<file path="src/csc_pkg.sv">
// Shared constants and carrier types for the conversion control block.
// Assumes a 40 MHz reference clock; pin timing is counted in its cycles, sequencing in modulator ticks.
package csc_pkg;

   // ------------------------------------------------------------------
   // Clock and timing
   // ------------------------------------------------------------------
   localparam int REF_CLK_MHZ  = 40;
   localparam int RSL_TIME_NS  = 50000;
   localparam int RSL_CYC      = (RSL_TIME_NS * REF_CLK_MHZ) / 1000;
   localparam int LEAD_TICKS   = 44;
   localparam int CONV_MULT    = 3;
   localparam int CNT_W        = 18;

   // Reference cycles per modulator period, per power level
   localparam logic [3:0] MOD_DIV_HR  = 4'h2;
   localparam logic [3:0] MOD_DIV_LP  = 4'h4;
   localparam logic [3:0] MOD_DIV_VLP = 4'h8;

   // ------------------------------------------------------------------
   // Power levels
   // ------------------------------------------------------------------
   localparam logic [1:0] HIGH_RESOLUTION_LEVEL = 2'h0;
   localparam logic [1:0] LOW_POWER_LEVEL       = 2'h1;
   localparam logic [1:0] VERY_LOW_POWER_LEVEL  = 2'h2;

   // ------------------------------------------------------------------
   // Serial frame layout and commands
   // ------------------------------------------------------------------
   localparam int CMD_W     = 16;
   localparam int SAMPLE_W  = 24;
   localparam int FRAME_W   = CMD_W + 2 * SAMPLE_W;
   localparam int BITCNT_W  = 7;
   localparam logic [15:0] CMD_STANDBY = 16'h0022;
   localparam logic [15:0] CMD_WAKEUP  = 16'h0033;

   typedef struct packed {
      logic [SAMPLE_W-1:0] ch1;
      logic [SAMPLE_W-1:0] ch0;
   } csc_chan_pair_t;

   typedef struct packed {
      logic             cmd_valid;
      logic [CMD_W-1:0] cmd;
      logic             frame_full;
   } csc_spi_evt_t;

   typedef enum logic [2:0] {
      ST_IDLE   = 3'b000,
      ST_LEAD   = 3'b001,
      ST_SETTLE = 3'b011,
      ST_CONV   = 3'b010,
      ST_STBY   = 3'b110,
      ST_RST    = 3'b111
   } csc_state_t;

endpackage : csc_pkg

</file>
<file path="src/csc_conv_ctrl.sv">
// Conversion sequencing for a two-channel converter: chop, sync, standby.
// Assumes filter results arrive on the reference clock from local logic.
//
// How it works
// - Chop enable cancels offset by pairing opposite-polarity conversions.
// - Polarity alternates; each output averages the latest two conversions.
// - Each swap resets the filter; three conversion periods then settle.
// - After each swap, wait a programmable settling delay of 2..65536.
// - Steady chop period equals settling delay plus three times ratio.
// - Each new chop result drives a falling edge on ready pin.
// - With chop on, sync pin fall or ratio change restarts all channels at once.
// - First chop result after restart takes two sequences plus 44.
// - The test signal is refused while chop is enabled.
// - Three power levels selected by a 2-bit field.
// - Standby command disables channels and powers down non-essentials.
// - Wakeup command leaves standby and resumes conversion.
// - Without chop, sync fall aligned with data timing does nothing, else realigns.
// - Peripheral only, mode 1: launch on rise, sample on fall.
// - Deselected: ignore serial activity, float output, reset interface.
// - Serial interface is full duplex within one frame.
// - Sync pin held low past threshold resets until it returns high.
`timescale 1ns/1ps
module csc_conv_ctrl #(
   parameter int OSR_W   = 15,
   parameter int RSL_CYC = csc_pkg::RSL_CYC
) (
   input  wire logic                      i_ref_clk,
   input  wire logic                      i_sys_rst,
   input  wire logic                      i_chop_enable_bit,
   input  wire logic [3:0]                i_chop_settle_delay_field,
   input  wire logic [OSR_W-1:0]          i_oversampling_ratio,
   input  wire logic [1:0]                i_power_level_field,
   input  wire logic                      i_test_signal_req,
   input  wire csc_pkg::csc_chan_pair_t   i_filt_data,
   input  wire logic [csc_pkg::CMD_W-1:0] i_status_word,
   input  wire logic                      i_sync_rst_n,
   input  wire logic                      i_cs_n,
   input  wire logic                      i_sclk,
   input  wire logic                      i_din,
   output logic                           o_dout,
   output logic                           o_dout_oe,
   output logic                           o_conversion_ready_pin_n,
   output csc_pkg::csc_chan_pair_t        o_result,
   output logic                           o_chop_polarity,
   output logic                           o_filter_rst,
   output logic                           o_mod_tick,
   output logic [1:0]                     o_power_level,
   output logic                           o_test_signal_en,
   output logic                           o_standby,
   output logic                           o_channels_on,
   output logic                           o_in_reset
);
   import csc_pkg::*;

   // ------------------------------------------------------------------
   // Declarations
   // ------------------------------------------------------------------
   csc_state_t          state;
   csc_state_t          next_state;
   csc_spi_evt_t        spi_evt;
   csc_chan_pair_t      prev;
   csc_chan_pair_t      avg;
   logic [3:0]          div_cnt;
   logic [CNT_W-1:0]    tick_cnt;
   logic [OSR_W-1:0]    osr_q;
   logic [2:0]          sy_pin;
   logic [31:0]         low_cnt;
   logic                have_first;
   logic                conversion_ready_pin_pend;
   logic                spi_dout;
   logic                spi_oe;

   // ------------------------------------------------------------------
   // Decoding
   // ------------------------------------------------------------------
   // Level to divider
   wire [3:0] div_len =
      (i_power_level_field == LOW_POWER_LEVEL)      ? MOD_DIV_LP  :
      (i_power_level_field == VERY_LOW_POWER_LEVEL) ? MOD_DIV_VLP :
                                                      MOD_DIV_HR;
   wire mod_tick = (div_cnt == div_len - 4'h1);

   wire [CNT_W-1:0] settle_len =
      CNT_W'(18'h00001 << ({1'b0, i_chop_settle_delay_field} + 5'h01));
   wire [CNT_W-1:0] conv_chop = CNT_W'(CONV_MULT) * CNT_W'(i_oversampling_ratio);
   wire [CNT_W-1:0] conv_len  =
      i_chop_enable_bit ? conv_chop : CNT_W'(i_oversampling_ratio);
   wire [CNT_W-1:0] lead_len  = CNT_W'(LEAD_TICKS);

   wire sy_low   = ~sy_pin[1];
   wire sy_fall  = sy_pin[2] & ~sy_pin[1];
   wire long_low = (low_cnt >= 32'(RSL_CYC));
   wire osr_chg  = (osr_q != i_oversampling_ratio);
   wire aligned  = (tick_cnt == '0) && (state == ST_CONV);
   wire restart  = (i_chop_enable_bit & (sy_fall | osr_chg)) |
                   (~i_chop_enable_bit & sy_fall & ~aligned);
   wire cmd_stby = spi_evt.cmd_valid & (spi_evt.cmd == CMD_STANDBY);
   wire cmd_wake = spi_evt.cmd_valid & (spi_evt.cmd == CMD_WAKEUP);
   wire seg_end  = mod_tick &
                   (((state == ST_LEAD) && (tick_cnt == lead_len - 1'b1)) ||
                    ((state == ST_SETTLE) && (tick_cnt == settle_len - 1'b1)) ||
                    ((state == ST_CONV) && (tick_cnt == conv_len - 1'b1)));
   wire conv_end = seg_end && (state == ST_CONV);
   wire new_res  = conv_end && (!i_chop_enable_bit || have_first);

   // ------------------------------------------------------------------
   // Chop averaging per channel
   // ------------------------------------------------------------------
   genvar g;
   generate
      for (g = 0; g < 2; g++) begin : g_avg
         logic signed [SAMPLE_W-1:0] raw;
         logic signed [SAMPLE_W-1:0] corr;
         logic signed [SAMPLE_W:0]   sum;
         assign raw  = (g == 0) ? i_filt_data.ch0 : i_filt_data.ch1;
         assign corr = o_chop_polarity ? -raw : raw;
         assign sum  = {corr[SAMPLE_W-1], corr} +
                       ((g == 0) ? {prev.ch0[SAMPLE_W-1], prev.ch0}
                                 : {prev.ch1[SAMPLE_W-1], prev.ch1});
         if (g == 0) begin : g_c0
            assign avg.ch0 = sum[SAMPLE_W:1];
         end else begin : g_c1
            assign avg.ch1 = sum[SAMPLE_W:1];
         end
      end
   endgenerate

   // ------------------------------------------------------------------
   // Next state
   // ------------------------------------------------------------------
   always_comb begin
      next_state = state;
      unique case (state)
         ST_IDLE: begin
            next_state = i_chop_enable_bit ? ST_LEAD : ST_CONV;
         end
         ST_LEAD: begin
            if (seg_end) begin
               next_state = ST_SETTLE;
            end
         end
         ST_SETTLE: begin
            if (seg_end) begin
               next_state = ST_CONV;
            end
         end
         ST_CONV: begin
            if (conv_end && i_chop_enable_bit) begin
               next_state = ST_SETTLE;
            end
         end
         ST_STBY: begin
            if (cmd_wake) begin
               next_state = ST_IDLE;
            end
         end
         ST_RST: begin
            if (!sy_low) begin
               next_state = ST_IDLE;
            end
         end
         default: begin
            next_state = ST_IDLE;
         end
      endcase
      if (state != ST_RST && state != ST_STBY && restart) begin
         next_state = ST_IDLE;
      end
      if (cmd_stby && state != ST_RST) begin
         next_state = ST_STBY;
      end
      if (long_low) begin
         next_state = ST_RST;
      end
   end

   // ------------------------------------------------------------------
   // Sync pin and modulator divider
   // ------------------------------------------------------------------
   always_ff @(posedge i_ref_clk) begin
      if (i_sys_rst) begin
         sy_pin  <= 3'h7;
         low_cnt <= '0;
      end else begin
         sy_pin  <= {sy_pin[1:0], i_sync_rst_n};
         if (!sy_low) begin
            low_cnt <= '0;
         end else if (!long_low) begin
            low_cnt <= low_cnt + 32'h1;
         end
      end
   end

   always_ff @(posedge i_ref_clk) begin
      if (i_sys_rst || mod_tick || state == ST_STBY) begin
         div_cnt <= 4'h0;
      end else begin
         div_cnt <= div_cnt + 4'h1;
      end
   end

   // ------------------------------------------------------------------
   // Sequencer
   // ------------------------------------------------------------------
   always_ff @(posedge i_ref_clk) begin
      if (i_sys_rst) begin
         state           <= ST_IDLE;
         tick_cnt        <= '0;
         osr_q           <= '0;
         have_first      <= 1'b0;
         o_chop_polarity <= 1'b0;
         o_filter_rst    <= 1'b1;
      end else begin
         state        <= next_state;
         osr_q        <= i_oversampling_ratio;
         o_filter_rst <= 1'b0;
         if (next_state != state || seg_end) begin
            tick_cnt <= '0;
         end else if (mod_tick) begin
            tick_cnt <= tick_cnt + 1'b1;
         end
         if (next_state == ST_IDLE || next_state == ST_RST ||
             next_state == ST_STBY) begin
            have_first      <= 1'b0;
            o_chop_polarity <= 1'b0;
            o_filter_rst    <= 1'b1;
         end else if (!i_chop_enable_bit && o_chop_polarity) begin
            o_chop_polarity <= 1'b0;
            o_filter_rst    <= 1'b1;
         end else if (conv_end) begin
            have_first <= 1'b1;
            if (i_chop_enable_bit) begin
               o_chop_polarity <= ~o_chop_polarity;
               o_filter_rst    <= 1'b1;
            end
         end
      end
   end

   // ------------------------------------------------------------------
   // Results and ready pin
   // ------------------------------------------------------------------
   always_ff @(posedge i_ref_clk) begin
      if (i_sys_rst) begin
         prev     <= '0;
         o_result <= '0;
      end else if (conv_end) begin
         prev <= i_chop_enable_bit ? (o_chop_polarity ?
                 csc_chan_pair_t'({-i_filt_data.ch1, -i_filt_data.ch0}) :
                 i_filt_data) : '0;
         o_result <= i_chop_enable_bit ? avg : i_filt_data;
      end
   end

   always_ff @(posedge i_ref_clk) begin
      if (i_sys_rst) begin
         o_conversion_ready_pin_n <= 1'b1;
         conversion_ready_pin_pend                <= 1'b0;
      end else if (new_res) begin
         o_conversion_ready_pin_n <= ~o_conversion_ready_pin_n;
         conversion_ready_pin_pend                <= ~o_conversion_ready_pin_n;
      end else if (conversion_ready_pin_pend) begin
         o_conversion_ready_pin_n <= 1'b0;
         conversion_ready_pin_pend                <= 1'b0;
      end else if (spi_evt.frame_full || state == ST_RST ||
                   state == ST_STBY) begin
         o_conversion_ready_pin_n <= 1'b1;
      end
   end

   // ------------------------------------------------------------------
   // Mode outputs
   // ------------------------------------------------------------------
   always_ff @(posedge i_ref_clk) begin
      if (i_sys_rst) begin
         o_mod_tick       <= 1'b0;
         o_power_level    <= HIGH_RESOLUTION_LEVEL;
         o_test_signal_en <= 1'b0;
         o_standby        <= 1'b0;
         o_channels_on    <= 1'b0;
         o_in_reset       <= 1'b0;
         o_dout           <= 1'b0;
         o_dout_oe        <= 1'b0;
      end else begin
         o_mod_tick       <= mod_tick;
         o_power_level    <= i_power_level_field;
         o_test_signal_en <= i_test_signal_req & ~i_chop_enable_bit;
         o_standby        <= (next_state == ST_STBY);
         o_channels_on    <= (next_state != ST_STBY) &&
                             (next_state != ST_RST);
         o_in_reset       <= (next_state == ST_RST);
         o_dout           <= spi_dout;
         o_dout_oe        <= spi_oe;
      end
   end

   // ------------------------------------------------------------------
   // Serial interface
   // ------------------------------------------------------------------
   csc_spi_shift u_spi (
      .i_ref_clk (i_ref_clk),
      .i_sys_rst (i_sys_rst | (state == ST_RST)),
      .i_cs_n    (i_cs_n),
      .i_sclk    (i_sclk),
      .i_din     (i_din),
      .i_tx_word ({i_status_word, o_result.ch0, o_result.ch1}),
      .o_dout    (spi_dout),
      .o_dout_oe (spi_oe),
      .o_evt     (spi_evt)
   );

endmodule : csc_conv_ctrl

</file>
<file path="src/csc_spi_shift.sv">
// SPI mode 1 peripheral shifter for the conversion control block.
// Assumes pins arrive asynchronously; each passes two flip-flops first.
`timescale 1ns/1ps
module csc_spi_shift (
   input  wire logic                      i_ref_clk,
   input  wire logic                      i_sys_rst,
   input  wire logic                      i_cs_n,
   input  wire logic                      i_sclk,
   input  wire logic                      i_din,
   input  wire logic [csc_pkg::FRAME_W-1:0] i_tx_word,
   output logic                           o_dout,
   output logic                           o_dout_oe,
   output csc_pkg::csc_spi_evt_t          o_evt
);
   import csc_pkg::*;

   logic [2:0]          cs_sy;
   logic [2:0]          ck_sy;
   logic [1:0]          di_sy;
   logic [FRAME_W-1:0]  tx_sh;
   logic [CMD_W-1:0]    rx_sh;
   logic [CMD_W-1:0]    cmd;
   logic [BITCNT_W-1:0] bit_cnt;

   wire cs_low  = ~cs_sy[1];
   wire cs_fall = cs_sy[2] & ~cs_sy[1];
   wire cs_rise = ~cs_sy[2] & cs_sy[1];
   wire ck_rise = ~ck_sy[2] & ck_sy[1] & cs_low;
   wire ck_fall = ck_sy[2] & ~ck_sy[1] & cs_low;
   wire got_cmd = (bit_cnt >= BITCNT_W'(CMD_W));
   wire got_all = (bit_cnt >= BITCNT_W'(FRAME_W));

   // ------------------------------------------------------------------
   // Pin synchronisers
   // ------------------------------------------------------------------
   always_ff @(posedge i_ref_clk) begin
      if (i_sys_rst) begin
         cs_sy <= 3'h7;
         ck_sy <= 3'h0;
         di_sy <= 2'h0;
      end else begin
         cs_sy <= {cs_sy[1:0], i_cs_n};
         ck_sy <= {ck_sy[1:0], i_sclk};
         di_sy <= {di_sy[0], i_din};
      end
   end

   // ------------------------------------------------------------------
   // Shifting
   // ------------------------------------------------------------------
   always_ff @(posedge i_ref_clk) begin
      if (i_sys_rst) begin
         tx_sh     <= '0;
         rx_sh     <= '0;
         cmd       <= '0;
         bit_cnt   <= '0;
         o_dout    <= 1'b0;
         o_dout_oe <= 1'b0;
         o_evt     <= '0;
      end else begin
         o_dout_oe <= cs_low;
         o_evt     <= '0;
         if (cs_rise) begin
            bit_cnt              <= '0;
            o_evt.cmd_valid      <= got_cmd;
            o_evt.cmd            <= cmd;
            o_evt.frame_full     <= got_all;
         end else if (cs_fall) begin
            tx_sh   <= i_tx_word;
            bit_cnt <= '0;
         end else begin
            if (ck_rise) begin
               o_dout <= tx_sh[FRAME_W-1];
               tx_sh  <= {tx_sh[FRAME_W-2:0], 1'b0};
            end
            if (ck_fall) begin
               rx_sh <= {rx_sh[CMD_W-2:0], di_sy[1]};
               if (!got_all) begin
                  bit_cnt <= bit_cnt + 1'b1;
               end
               if (bit_cnt == BITCNT_W'(CMD_W - 1)) begin
                  cmd <= {rx_sh[CMD_W-2:0], di_sy[1]};
               end
            end
         end
      end
   end

endmodule : csc_spi_shift

</file>
<file path="config.mk">
export PLATFORM = sky130hd
export DESIGN_NAME = csc_conv_ctrl
export DESIGN_NICKNAME = d
export VERILOG_FILES = /design/src/csc_pkg.sv /design/src/csc_conv_ctrl.sv /design/src/csc_spi_shift.sv
export SDC_FILE = /design/constraint.sdc
export NUM_CORES = 1
export LEC_CHECK = 0
export ABC_CLOCK_PERIOD_IN_PS = 14100
export BUFFER_PORTS_ARGS = -buffer_cell sky130_fd_sc_hd__buf_2
export CAP_MARGIN = 40
export CELL_PAD_IN_SITES_DETAIL_PLACEMENT = 1
export CELL_PAD_IN_SITES_GLOBAL_PLACEMENT = 1
export CORE_MARGIN = 3
export CORE_UTILIZATION = 45
export DETAILED_ROUTE_END_ITERATION = 8
export PLACE_DENSITY_LB_ADDON = 0.1
export SYNTH_ARGS = -nofsm -noshare
export SYNTH_HDL_FRONTEND = slang
export SYNTH_HIERARCHICAL = 1
export SYNTH_SLANG_ARGS = --single-unit
</file>
<file path="constraint.sdc">
create_clock -name i_ref_clk -period 14.1 [get_ports i_ref_clk]
set_input_delay 2.82 -clock i_ref_clk [delete_from_list [all_inputs] [get_ports i_ref_clk]]
set_output_delay 2.82 -clock i_ref_clk [all_outputs]
set_load 0.03 [all_outputs]
</file>
==> insert_results.sql, run 1 <==
INSERT INTO impl_metrics (metric_group, metric, value, unit) VALUES
('outcome', 'outcome', 'finished, final reports clean', ''),
('yosys', 'synth-main-ff-cell', 'sky130_fd_sc_hd__dfxtp_1', ''),
('clock_tree', 'clockRootBuffer', 'sky130_fd_sc_hd__clkbuf_16', ''),
('floorplan', 'die_h', '209', 'um'),
('final_layout', 'proportion_of_layout_cells_with_a_drive_suffix_above_1', '0.149', ''),
('worst_setup_path', 'worstSetupEndpointType', 'flip-flop', ''),
('power_and_ir_drop', 'power.static_leakage', '7.92', 'nW'),
('job', 'maxCapViolations', '0', ''),
('placement', 'detail_placement_hpwl', '39200', 'um'),
('grt', 'global_route.usage.total', '0.249', ''),
('timing', 'drv_slew', '0', ''),
('floorplan', 'die_width', '209', 'um'),
('grt', 'grt_first_pass_wirelength', '90500', 'um'),
('routing', 'avgRoutedWirePerCell', '19.7', 'um'),
('yosys', 'yosysTopAreaCell', 'sky130_fd_sc_hd__dfxtp_1', ''),
('routing', 'via_count', '16600', ''),
('yosys', 'synth_edf_count', '0', ''),
('placement', 'count_of_buffers_inserted_at_the_top_level_ports', '152', ''),
('yosys', 'avgSynthCellArea', '8.38', 'um2'),
('final_layout', 'mostFrequentLayoutCell', 'sky130_fd_sc_hd__dfxtp_1', ''),
('floorplan', 'top_level_ports', '153', ''),
('worst_setup_path', 'r2r.worst_path.cells', '17', ''),
('placement', 'placed_cells', '2761', ''),
('final_layout', 'final_cell_mix', 'sky130_fd_sc_hd__dfxtp_1, sky130_fd_sc_hd__nand2_1, sky130_fd_sc_hd__a211oi_1, sky130_fd_sc_hd__a21oi_1, sky130_fd_sc_hd__buf_2', ''),
('timing', 'finClkSkew', '0.0190', 'ns'),
('clock_tree', 'clock_tree_from_tritoncts', 'done', ''),
('yosys', 'synth_sequential_area_ratio', '0.339', ''),
('timing', 'post-route-min-period', '7.28', 'ns'),
('timing', 'setup-tns-final', '0', 'ns'),
('yosys', 'ys_seq_elements', '315', ''),
('yosys', 'async_flop_share', '0', ''),
('placement', 'dpl_worst_slack', '6.36', 'ns'),
('routing', 'drt-vias-per-instance', '5.84', ''),
('final_layout', 'layout.area.seq', '0.00631', 'mm2'),
('worst_setup_path', 'critPathLaunchType', 'input port', ''),
('timing', 'max_slew_margin', '0.401', ''),
('floorplan', 'coreArea', '0.0403', 'mm2'),
('placement', 'globalplace.congestion', '0.855', ''),
('grt', 'global_route.overflow_total', '0', ''),
('final_layout', 'post_route_insts_no_fill', '2834', ''),
('final_layout', 'area.growth.synth_to_final', '11.7', '%'),
('routing', 'drt_drc_violations_left', '0', ''),
('yosys', 'share_of_the_synthesized_area_in_the_top_cell_type', '0.339', ''),
('timing', 'rsz_0062_raised_after_global_routing', 'no', ''),
('yosys', 'syn_area', '0.0186', 'mm2'),
('yosys', 'mappedNetlistNets', '2391', ''),
('yosys', 'synthDistinctLibCells', '86', ''),
('clock_tree', 'cts_sinks', '315', ''),
('timing', 'postLayoutSetupSlackWorst', '6.82', 'ns'),
('worst_setup_path', 'rrSetupSlack', '9.35', 'ns'),
('worst_setup_path', 'arrival_worst_endpoint', '7.72', 'ns'),
('clock_tree', 'cts_buffers', '38', ''),
('routing', 'drt_iter0_drc', '860', ''),
('timing', 'post-route-period-util', '0.516', ''),
('routing', 'finalWirelength', '55900', 'um'),
('floorplan', 'die-area', '0.0438', 'mm2'),
('worst_hold_path', 'holdCritPathClass', 'reg -> reg', ''),
('timing', 'worst_slew_pin_slew', '0.887', 'ns'),
('timing', 'setup_viol_count_final', '0', ''),
('yosys', 'ys.warnings.count', '6', ''),
('power_and_ir_drop', 'vdd.ir_drop.worst', '0.0732', 'mV'),
('routing', 'drtAntennaViolNets', '0', ''),
('clock_tree', 'clock_insertion_delay_worst_skew', '0.55', 'ns'),
('worst_setup_path', 'worstSetupPathType', 'in -> reg', ''),
('grt', 'first_global_vias', '17100', ''),
('worst_setup_path', 'timing.critical_path.fanout_max', '74', ''),
('clock_tree', 'ctsHoldBuffers', '0', ''),
('routing', 'number_of_search_and_repair_iterations_in_the_first_detailed_routing_pass', '5', ''),
('clock_tree', 'postCtsResizedCells', '0', ''),
('timing', 'timing_hold_violations_final', '0', ''),
('timing', 'max_freq', '137', 'MHz');
==> final cells by class <==
| class | instances | share of cell area |
|---|---|---|
| multi-input cells | 1638 | 0.538 |
| flip-flops and latches | 315 | 0.304 |
| clock buffers | 60 | 0.0542 |
| repair buffers | 174 | 0.0476 |
| well taps | 525 | 0.0316 |
| inverters | 110 | 0.0199 |
| clock inverters | 8 | 0.00416 |
| diodes | 4 | 0.000482 |
==> cells by family (layout without fill, tap and decap cells) <==
logic type / after synthesis / count (layout) / synth area share
and+or+nand+nor: 716 / 716 / 0.201
AOI/OAI and AO/OA: 584 / 584 / 0.212
DFF: 315 / 315 / 0.339
buffers and inverters: 266 / 352 / 0.0603
xor gates and xnor gates: 159 / 159 / 0.0759
muxes: 99 / 99 / 0.0576
adders and majority gates: 79 / 79 / 0.0544
other: 1 / 5 / 0.000202
==> Yosys cell counts (35+ instances only) <==
master                     number
sky130_fd_sc_hd__xor2_1        54
sky130_fd_sc_hd__mux2i_1       35
sky130_fd_sc_hd__dfxtp_1      315
sky130_fd_sc_hd__mux2_2        64
sky130_fd_sc_hd__nand4_1       35
sky130_fd_sc_hd__clkbuf_1     117
sky130_fd_sc_hd__ha_1          76
sky130_fd_sc_hd__inv_1        109
sky130_fd_sc_hd__nor2_1       142
sky130_fd_sc_hd__and2_1        49
sky130_fd_sc_hd__a211oi_1     172
sky130_fd_sc_hd__nand2_1      175
sky130_fd_sc_hd__nand3_1       84
sky130_fd_sc_hd__o21ai_0       70
sky130_fd_sc_hd__xnor2_1      104
sky130_fd_sc_hd__nor2b_1       37
sky130_fd_sc_hd__a21oi_1      170
==> registers in the layout, indices dropped and copies added, names as in the netlist, 3 cells and up <==
signal / flops
u_spi/rx_sh: 15
u_spi/bit_cnt: 7
osr_q: 15
u_spi/tx_sh: 64
o_result: 48
sy_pin: 3
tick_cnt: 18
u_spi/cs_sy: 3
u_spi/ck_sy: 3
prev: 48
div_cnt: 4
u_spi/cmd: 16
low_cnt: 32
u_spi/o_evt: 18
state: 3
==> power by group <==
part,internal (mW),switching (mW)
logic,0.0979,0.156
registers,0.907,0.0101
clock network,0.568,0.390
total,1.57,0.556
==> layer usage <==
layer	vias up	track usage	wire, um
li1	8074	-	-
met2	248	0.427	27300
met3	93	0.0423	2180
met4	12	0.0820	1600
met5	-	0	82
met1	8131	0.318	24700
==> metrics by stage <==
step	power, mW	hold slack [ns]	instance area, um2
after floorplan	1.11	0.389	18600
after global placement	1.18	0.395	19400
after detailed placement	1.19	0.401	19500
after CTS	2.16	0.414	20700
after global routing	2.22	0.433	20800
final	2.13	0.411	20800
==> critical path, stage by stage <==
cell,delay (ns)
sky130_fd_sc_hd__buf_2,0.16
sky130_fd_sc_hd__ha_1,0.24
sky130_fd_sc_hd__inv_1,0.07
sky130_fd_sc_hd__fa_1,0.40
sky130_fd_sc_hd__and2b_1,0.26
sky130_fd_sc_hd__o211ai_1,0.14
sky130_fd_sc_hd__a211oi_1,0.28
sky130_fd_sc_hd__o21ai_0,0.13
sky130_fd_sc_hd__a31oi_1,0.41
sky130_fd_sc_hd__nor3b_1,0.32
sky130_fd_sc_hd__nand4_1,0.15
sky130_fd_sc_hd__xor2_1,0.17
sky130_fd_sc_hd__nor3_1,0.32
sky130_fd_sc_hd__a211oi_2,0.12
sky130_fd_sc_hd__a211oi_4,0.23
sky130_fd_sc_hd__buf_4,0.39
sky130_fd_sc_hd__buf_4,0.38
sky130_fd_sc_hd__buf_16,0.30
sky130_fd_sc_hd__nor2_1,0.09
sky130_fd_sc_hd__a211oi_1,0.26
==> worst paths after layout <==
check / start / end
setup / recovery: i_oversampling_ratio[0] / o_result[17]$_SDFFE_PP0P_
hold / removal: u_spi/cs_sy[0]$_SDFF_PP1_ / u_spi/cs_sy[1]$_SDFF_PP1_
setup reg to reg: o_chop_polarity$_SDFFE_PP0P_ / o_result[21]$_SDFFE_PP0P_
hold reg to reg: u_spi/cs_sy[0]$_SDFF_PP1_ / u_spi/cs_sy[1]$_SDFF_PP1_
(Power assumes the default switching activity.)
==> inputs of run 2 (changes only) <==
--- a/config.mk
+++ b/config.mk
@@ -5,13 +5,13 @@
 export SDC_FILE = /design/constraint.sdc
 export NUM_CORES = 1
 export LEC_CHECK = 0
-export ABC_CLOCK_PERIOD_IN_PS = 14100
+export ABC_CLOCK_PERIOD_IN_PS = 5900
 export BUFFER_PORTS_ARGS = -buffer_cell sky130_fd_sc_hd__buf_2
 export CAP_MARGIN = 40
 export CELL_PAD_IN_SITES_DETAIL_PLACEMENT = 1
 export CELL_PAD_IN_SITES_GLOBAL_PLACEMENT = 1
 export CORE_MARGIN = 3
-export CORE_UTILIZATION = 45
+export CORE_UTILIZATION = 42
 export DETAILED_ROUTE_END_ITERATION = 8
 export PLACE_DENSITY_LB_ADDON = 0.1
 export SYNTH_ARGS = -nofsm -noshare
==> constraint.sdc (replaced) <==
create_clock -name i_ref_clk -period 5.9 [get_ports i_ref_clk]
set_input_delay 1.18 -clock i_ref_clk [delete_from_list [all_inputs] [get_ports i_ref_clk]]
set_output_delay 1.18 -clock i_ref_clk [all_outputs]
set_load 0.03 [all_outputs]
==> run 2 against run 1 <==
  * Utilization fell by 2.8 points
  * Wire length rose by 2.5%
  * Sequential share of layout area fell by 0.55 points
  * Critical endpoint is now tick_cnt[4]$_SDFFE_PP0P_
==> insert_results.sql, run 2 (synthesis gave the netlist of run 1 again) <==
INSERT INTO impl_metrics (metric_group, metric, value, unit) VALUES
('outcome', 'outcome', 'finished, final reports clean', ''),
('floorplan', 'top_level_ports', '153', ''),
('grt', 'grt_antenna_before_repair', '7', ''),
('timing', 'max_freq', '186', 'MHz'),
('worst_setup_path', 'r2r.worst_path.cells', '17', ''),
('worst_setup_path', 'worstSetupEndpointType', 'flip-flop', ''),
('power_and_ir_drop', 'power.static_leakage', '8.10', 'nW'),
('timing', 'drv_slew', '0', ''),
('floorplan', 'num_rows', '76', ''),
('timing', 'rsz_0062_raised_after_global_routing', 'no', ''),
('power_and_ir_drop', 'vdd.ir_drop.worst', '0.278', 'mV'),
('floorplan', 'coreArea', '0.0434', 'mm2'),
('timing', 'post-route-period-util', '0.911', ''),
('clock_tree', 'clock_tree_from_tritoncts', 'done', ''),
('routing', 'drt_iter0_drc', '742', ''),
('clock_tree', 'ctsHoldBuffers', '0', ''),
('floorplan', 'die_h', '216', 'um'),
('worst_setup_path', 'critical_path.n_buffers_inverters', '2', ''),
('final_layout', 'layout.area.seq', '0.00631', 'mm2'),
('final_layout', 'mostFrequentLayoutCell', 'sky130_fd_sc_hd__dfxtp_1', ''),
('routing', 'drt_drc_violations_left', '0', ''),
('worst_setup_path', 'arrival_worst_endpoint', '5.76', 'ns'),
('routing', 'drtAntennaViolNets', '0', ''),
('grt', 'global_route.usage.total', '0.240', ''),
('grt', 'first_global_vias', '17000', ''),
('routing', 'number_of_search_and_repair_iterations_in_the_first_detailed_routing_pass', '5', ''),
('clock_tree', 'cts.clk_slew.worst_paths', '0.06', 'ns'),
('worst_setup_path', 'worstSetupPathType', 'in -> reg', ''),
('clock_tree', 'htree_levels', '2', ''),
('timing', 'finClkSkew', '0.0194', 'ns'),
('power_and_ir_drop', 'post_layout_power', '5.40', 'mW'),
('final_layout', 'multiInputGateArea', '0.0112', 'mm2'),
('placement', 'globalplace.congestion', '0.873', ''),
('worst_setup_path', 'timing.critical_path.depth', '17', ''),
('final_layout', 'area.growth.synth_to_final', '13.8', '%'),
('power_and_ir_drop', 'power-per-cell-area', '255', 'mW/mm2'),
('placement', 'dpl_worst_slack', '-0.271', 'ns'),
('grt', 'global_route.overflow_total', '0', ''),
('grt', 'grt_use_met2', '0.411', ''),
('routing', 'avgRoutedWirePerCell', '19.7', 'um'),
('worst_setup_path', 'cpLargestDelayFamily', 'simple AND/OR/NAND/NOR gates', ''),
('clock_tree', 'cts_sinks', '315', ''),
('placement', 'detail_placement_hpwl', '40400', 'um'),
('worst_setup_path', 'worst_path_max_delay_cell', 'sky130_fd_sc_hd__and2_1', ''),
('grt', 'top_usage_layer', 'met2', ''),
('timing', 'timing_hold_violations_final', '0', ''),
('final_layout', 'final_cell_mix', 'sky130_fd_sc_hd__dfxtp_1, sky130_fd_sc_hd__nand2_1, sky130_fd_sc_hd__a211oi_1, sky130_fd_sc_hd__a21oi_1, sky130_fd_sc_hd__buf_2', ''),
('timing', 'post-route-min-period', '5.37', 'ns'),
('final_layout', 'top_register', 'u_spi/tx_sh', ''),
('grt', 'grt_first_pass_wirelength', '92300', 'um'),
('grt', 'use_met1', '0.303', ''),
('timing', 'postLayoutSetupSlackWorst', '0.527', 'ns'),
('floorplan', 'die-area', '0.0468', 'mm2'),
('timing', 'max_slew_margin', '0.368', ''),
('final_layout', 'final.fill_count', '5215', ''),
('grt', 'grt_start_max_net_pins', '71', ''),
('timing', 'setup_viol_count_final', '0', ''),
('worst_setup_path', 'worstPathCellList', 'buf_2 -> ha_1 -> inv_1 -> fa_1 -> and2b_1 -> o2111a_1 -> o31ai_2 -> a2111o_1 -> and3_1 -> and4_1 -> a21oi_1 -> nor3b_1 -> a211o_1 -> o2111ai_1 -> o21ai_0 -> and2_1 -> nor4_1', ''),
('final_layout', 'proportion_of_layout_cells_with_a_drive_suffix_above_1', '0.160', ''),
('timing', 'fin_worst_hold_slack', '0.414', 'ns'),
('floorplan', 'starting_utilization_of_the_core_area', '0.429', ''),
('final_layout', 'reg.largest.list', 'u_spi/tx_sh: 64 flops, o_result: 48 flops, prev: 48 flops', ''),
('job', 'maxCapViolations', '0', ''),
('routing', 'drt-vias-per-instance', '5.67', ''),
('timing', 'worst_slew_pin_slew', '0.934', 'ns'),
('worst_hold_path', 'holdPathStages', '1', ''),
('clock_tree', 'post_cts_setup_buffer_count', '0', ''),
('grt', 'grt_use_met3', '0.0482', ''),
('worst_hold_path', 'holdCritPathClass', 'reg -> reg', ''),
('routing', 'via_count', '16500', ''),
('final_layout', 'final_design_area_no_fill', '0.0212', 'mm2'),
('routing', 'finalWirelength', '57300', 'um'),
('clock_tree', 'cts_max_path_buffers', '3', ''),
('final_layout', 'final_core_util', '0.488', ''),
('clock_tree', 'clock_insertion_delay_worst_skew', '0.57', 'ns'),
('clock_tree', 'cts_buffers', '39', ''),
('worst_setup_path', 'timing.critical_path.fanout_max', '18', ''),
('placement', 'placed_area', '0.0197', 'mm2'),
('worst_setup_path', 'cp.required', '6.29', 'ns'),
('floorplan', 'die_width', '216', 'um'),
('final_layout', 'design.final.nets', '2462', ''),
('worst_setup_path', 'critPathMaxStageDelay', '0.77', 'ns'),
('worst_setup_path', 'critPathLaunchType', 'input port', ''),
('final_layout', 'largest_register_ffs', '64', ''),
('placement', 'count_of_buffers_inserted_at_the_top_level_ports', '152', ''),
('clock_tree', 'clockRootBuffer', 'sky130_fd_sc_hd__clkbuf_16', '');
-- run 2: path summary, 6_finish.rpt --
| path | from | end | slack [ns] |
|---|---|---|---|
| max | i_oversampling_ratio[1] | tick_cnt[4]$_SDFFE_PP0P_ | 0.53 |
| min | u_spi/cs_sy[0]$_SDFF_PP1_ | u_spi/cs_sy[1]$_SDFF_PP1_ | 0.41 |
| max reg2reg | o_chop_polarity$_SDFFE_PP0P_ | o_result[47]$_SDFFE_PP0P_ | 1.16 |
| min reg2reg | u_spi/cs_sy[0]$_SDFF_PP1_ | u_spi/cs_sy[1]$_SDFF_PP1_ | 0.41 |
-- run 2: report_power, final --
| group | total, mW | switching, mW | internal [mW] |
|---|---|---|---|
| Combinational | 0.611 | 0.374 | 0.237 |
| Sequential | 2.19 | 0.0237 | 2.17 |
| Clock | 2.60 | 0.996 | 1.60 |
| Total | 5.40 | 1.39 | 4.01 |
-- run 2: cell type report --
class | instances | area share
Clock buffer | 52 | 0.0527
Timing Repair Buffer | 186 | 0.0516
Multi-Input combinational cell | 1638 | 0.529
Antenna cell | 4 | 0.000473
Sequential cell | 315 | 0.298
Clock inverter | 20 | 0.0140
Tap cell | 585 | 0.0346
Inverter | 110 | 0.0195
-- run 2: routing by layer --
layer  vias to the layer above  wire length [um]
li1                       8098                 -
met1                      8041             25600
met2                       252             27300
met3                       105              2400
met4                        12              1920
met5                         -                73
-- run 2: what timing repair did --
action                                  4_1_cts  5_1_grt
gates resized for setup                       0        2
endpoints found under the hold margin         0        0
endpoints found under the setup margin        0        1
-- run 2: stage by stage --
step	std cells	TNS, ns
after floorplan	2219	0
after global placement	2830	-0.0570
after detailed placement	2834	-0.290
after CTS	2906	0
after global routing	2907	0
final	2910	0
==> inputs of run 3 (changes only) <==
--- a/config.mk
+++ b/config.mk
@@ -6,9 +6,9 @@
 export NUM_CORES = 1
 export LEC_CHECK = 0
 export ABC_CLOCK_PERIOD_IN_PS = 5900
-export BUFFER_PORTS_ARGS = -buffer_cell sky130_fd_sc_hd__buf_2
+export BUFFER_PORTS_ARGS = -buffer_cell sky130_fd_sc_hd__buf_4
 export CAP_MARGIN = 40
-export CELL_PAD_IN_SITES_DETAIL_PLACEMENT = 1
+export CELL_PAD_IN_SITES_DETAIL_PLACEMENT = 0
 export CELL_PAD_IN_SITES_GLOBAL_PLACEMENT = 1
 export CORE_MARGIN = 3
 export CORE_UTILIZATION = 42
==> run 3 against run 2 <==
  * Clock-buffer cell count unchanged
  * Clock power down 12%
  * Sequential power hardly changed
  * Largest power group unchanged
  * Sequential cell count unchanged
  * Final cell count is 0.41% lower
  * Fmax up 3.0%
  * Highest routed layer unchanged
  * Critical path depth up 3
  * First-iteration DRC count rose by 19%
==> insert_results.sql, run 3 (synthesis gave the netlist of run 1 again) <==
INSERT INTO impl_metrics (metric_group, metric, value, unit) VALUES
('timing', 'post-route-min-period', '5.21', 'ns'),
('worst_setup_path', 'cp.required', '6.39', 'ns'),
('final_layout', 'final_cell_mix', 'sky130_fd_sc_hd__dfxtp_1, sky130_fd_sc_hd__buf_4, sky130_fd_sc_hd__nand2_1, sky130_fd_sc_hd__a211oi_1, sky130_fd_sc_hd__a21oi_1', ''),
('clock_tree', 'postCtsResizedCells', '0', ''),
('routing', 'wire_length_on_met2', '25100', 'um'),
('clock_tree', 'cts_buffers', '37', ''),
('final_layout', 'final_design_area_no_fill', '0.0213', 'mm2'),
('grt', 'first_global_vias', '15400', ''),
('clock_tree', 'clockRootBuffer', 'sky130_fd_sc_hd__clkbuf_16', ''),
('timing', 'max_freq', '192', 'MHz'),
('floorplan', 'coreArea', '0.0434', 'mm2'),
('final_layout', 'final_core_util', '0.491', ''),
('timing', 'post-route-period-util', '0.884', ''),
('clock_tree', 'clock_insertion_delay_worst_skew', '0.56', 'ns'),
('final_layout', 'reg.largest.list', 'u_spi/tx_sh: 64 flops, o_result: 48 flops, prev: 48 flops', ''),
('grt', 'grt_first_pass_wirelength', '83700', 'um'),
('timing', 'fin_worst_hold_slack', '0.413', 'ns'),
('routing', 'via_count', '16000', ''),
('grt', 'global_route.overflow_total', '0', ''),
('routing', 'detailroute.wirelength.met3', '2400', 'um'),
('worst_setup_path', 'critical_path.n_buffers_inverters', '1', ''),
('routing', 'drt_iter0_drc', '882', ''),
('power_and_ir_drop', 'power.static_leakage', '8.06', 'nW'),
('routing', 'avgRoutedWirePerCell', '18.2', 'um'),
('floorplan', 'die-area', '0.0468', 'mm2'),
('worst_setup_path', 'worstSetupPathType', 'in -> reg', ''),
('grt', 'grt_antenna_before_repair', '2', ''),
('worst_setup_path', 'timing.critical_path.fanout_max', '5', ''),
('final_layout', 'top_register', 'u_spi/tx_sh', ''),
('placement', 'count_of_buffers_inserted_at_the_top_level_ports', '152', ''),
('clock_tree', 'post_cts_setup_buffer_count', '0', ''),
('grt', 'grt_start_max_net_pins', '71', ''),
('clock_tree', 'clock_tree_from_tritoncts', 'done', ''),
('clock_tree', 'cts.clk_slew.worst_paths', '0.06', 'ns'),
('final_layout', 'area.growth.synth_to_final', '14.5', '%'),
('worst_setup_path', 'critPathMaxStageDelay', '0.50', 'ns'),
('worst_setup_path', 'cpLargestDelayFamily', 'compound AO/OA/AOI/OAI gates', ''),
('worst_setup_path', 'critPathLaunchType', 'input port', ''),
('floorplan', 'die_width', '216', 'um'),
('routing', 'route.top_layer_used', 'met5', ''),
('routing', 'number_of_search_and_repair_iterations_in_the_first_detailed_routing_pass', '5', ''),
('timing', 'rsz_0062_raised_after_global_routing', 'no', ''),
('final_layout', 'mostFrequentLayoutCell', 'sky130_fd_sc_hd__dfxtp_1', ''),
('timing', 'drv_slew', '0', ''),
('placement', 'globalplace.congestion', '0.878', ''),
('timing', 'timing_hold_violations_final', '0', ''),
('routing', 'drt_drc_violations_left', '0', ''),
('placement', 'detail_placement_hpwl', '37400', 'um'),
('outcome', 'outcome', 'finished, final reports clean', ''),
('power_and_ir_drop', 'power-per-cell-area', '240', 'mW/mm2'),
('floorplan', 'starting_utilization_of_the_core_area', '0.429', ''),
('routing', 'drtAntennaViolNets', '0', ''),
('worst_setup_path', 'worstSetupEndpointType', 'flip-flop', ''),
('routing', 'routedLengthMet1', '24400', 'um'),
('timing', 'max_slew_margin', '0.387', ''),
('routing', 'finalWirelength', '52800', 'um'),
('final_layout', 'largest_register_ffs', '64', ''),
('timing', 'worst_slew_pin_slew', '0.911', 'ns'),
('final_layout', 'design.final.nets', '2458', ''),
('clock_tree', 'cts_max_path_buffers', '3', ''),
('timing', 'setup_viol_count_final', '0', ''),
('grt', 'global_route.usage.total', '0.220', ''),
('routing', 'drt-vias-per-instance', '5.54', ''),
('worst_setup_path', 'worst_path_max_delay_cell', 'sky130_fd_sc_hd__or4_1', ''),
('clock_tree', 'cts_sinks', '315', ''),
('worst_hold_path', 'holdCritPathClass', 'reg -> reg', ''),
('power_and_ir_drop', 'vdd.ir_drop.worst', '0.169', 'mV'),
('floorplan', 'top_level_ports', '153', ''),
('job', 'maxCapViolations', '0', ''),
('floorplan', 'die_h', '216', 'um'),
('worst_setup_path', 'timing.critical_path.mode_cell', 'sky130_fd_sc_hd__a21oi_1', ''),
('timing', 'finClkSkew', '0.0169', 'ns'),
('floorplan', 'num_rows', '76', ''),
('timing', 'setup-tns-final', '0', 'ns'),
('final_layout', 'proportion_of_layout_cells_with_a_drive_suffix_above_1', '0.154', ''),
('worst_setup_path', 'worstPathCellList', 'buf_4 -> or3_1 -> nor3_1 -> nand3_1 -> o31ai_1 -> xnor2_1 -> ha_1 -> or4_1 -> a2111oi_0 -> o41ai_1 -> a41oi_1 -> o21ai_0 -> nand2_1 -> a21oi_1 -> o21a_1 -> nor2_1 -> nor2b_1 -> nor4b_1 -> o221ai_1 -> a21oi_1', ''),
('clock_tree', 'ctsHoldBuffers', '0', ''),
('placement', 'placed_area', '0.0201', 'mm2'),
('worst_setup_path', 'arrival_worst_endpoint', '5.71', 'ns'),
('clock_tree', 'htree_levels', '2', '');
## run 3: through the flow
step / instances / power, mW / setup WS [ns]
after floorplan: 2219 / 2.66 / 0.168
after global placement: 2828 / 2.84 / 0.0448
after detailed placement: 2832 / 2.85 / 0.136
after CTS: 2897 / 5.16 / 0.697
after global routing: 2898 / 5.31 / 0.382
final: 2898 / 5.10 / 0.686
## run 3: power by group
group	switching [mW]	internal (mW)	leakage [nW]	total (mW)
registers	0.0226	2.17	2.55	2.19
clock network	0.954	1.34	0.596	2.30
logic	0.361	0.253	4.91	0.613
total	1.34	3.76	8.06	5.10
## run 3: final cells by class
type / count / area, um2
Tap cell: 585 / 732
Multi-Input combinational cell: 1638 / 11200
Antenna cell: 1 / 2.50
Clock buffer: 52 / 1050
Inverter: 110 / 413
Sequential cell: 315 / 6310
Fill cell: 4327 / 22100
Clock inverter: 13 / 145
Timing Repair Buffer: 184 / 1460
## run 3: final timing paths
check                                     from                         to  slack (ns)  cells after the start
setup reg to reg  o_chop_polarity$_SDFFE_PP0P_  o_result[46]$_SDFFE_PP0P_        1.09                     18
hold reg to reg      u_spi/cs_sy[0]$_SDFF_PP1_  u_spi/cs_sy[1]$_SDFF_PP1_        0.41                      1
hold / removal       u_spi/cs_sy[0]$_SDFF_PP1_  u_spi/cs_sy[1]$_SDFF_PP1_        0.41                      1
setup / recovery               i_filt_data[27]  o_result[47]$_SDFFE_PP0P_        0.69                     20
## run 3: per-layer routing
metal / up-vias / global-route usage
met4: 2 / 0.0512
met3: 55 / 0.0430
met5: - / 0
met2: 284 / 0.372
li1: 8107 / -
met1: 7599 / 0.290
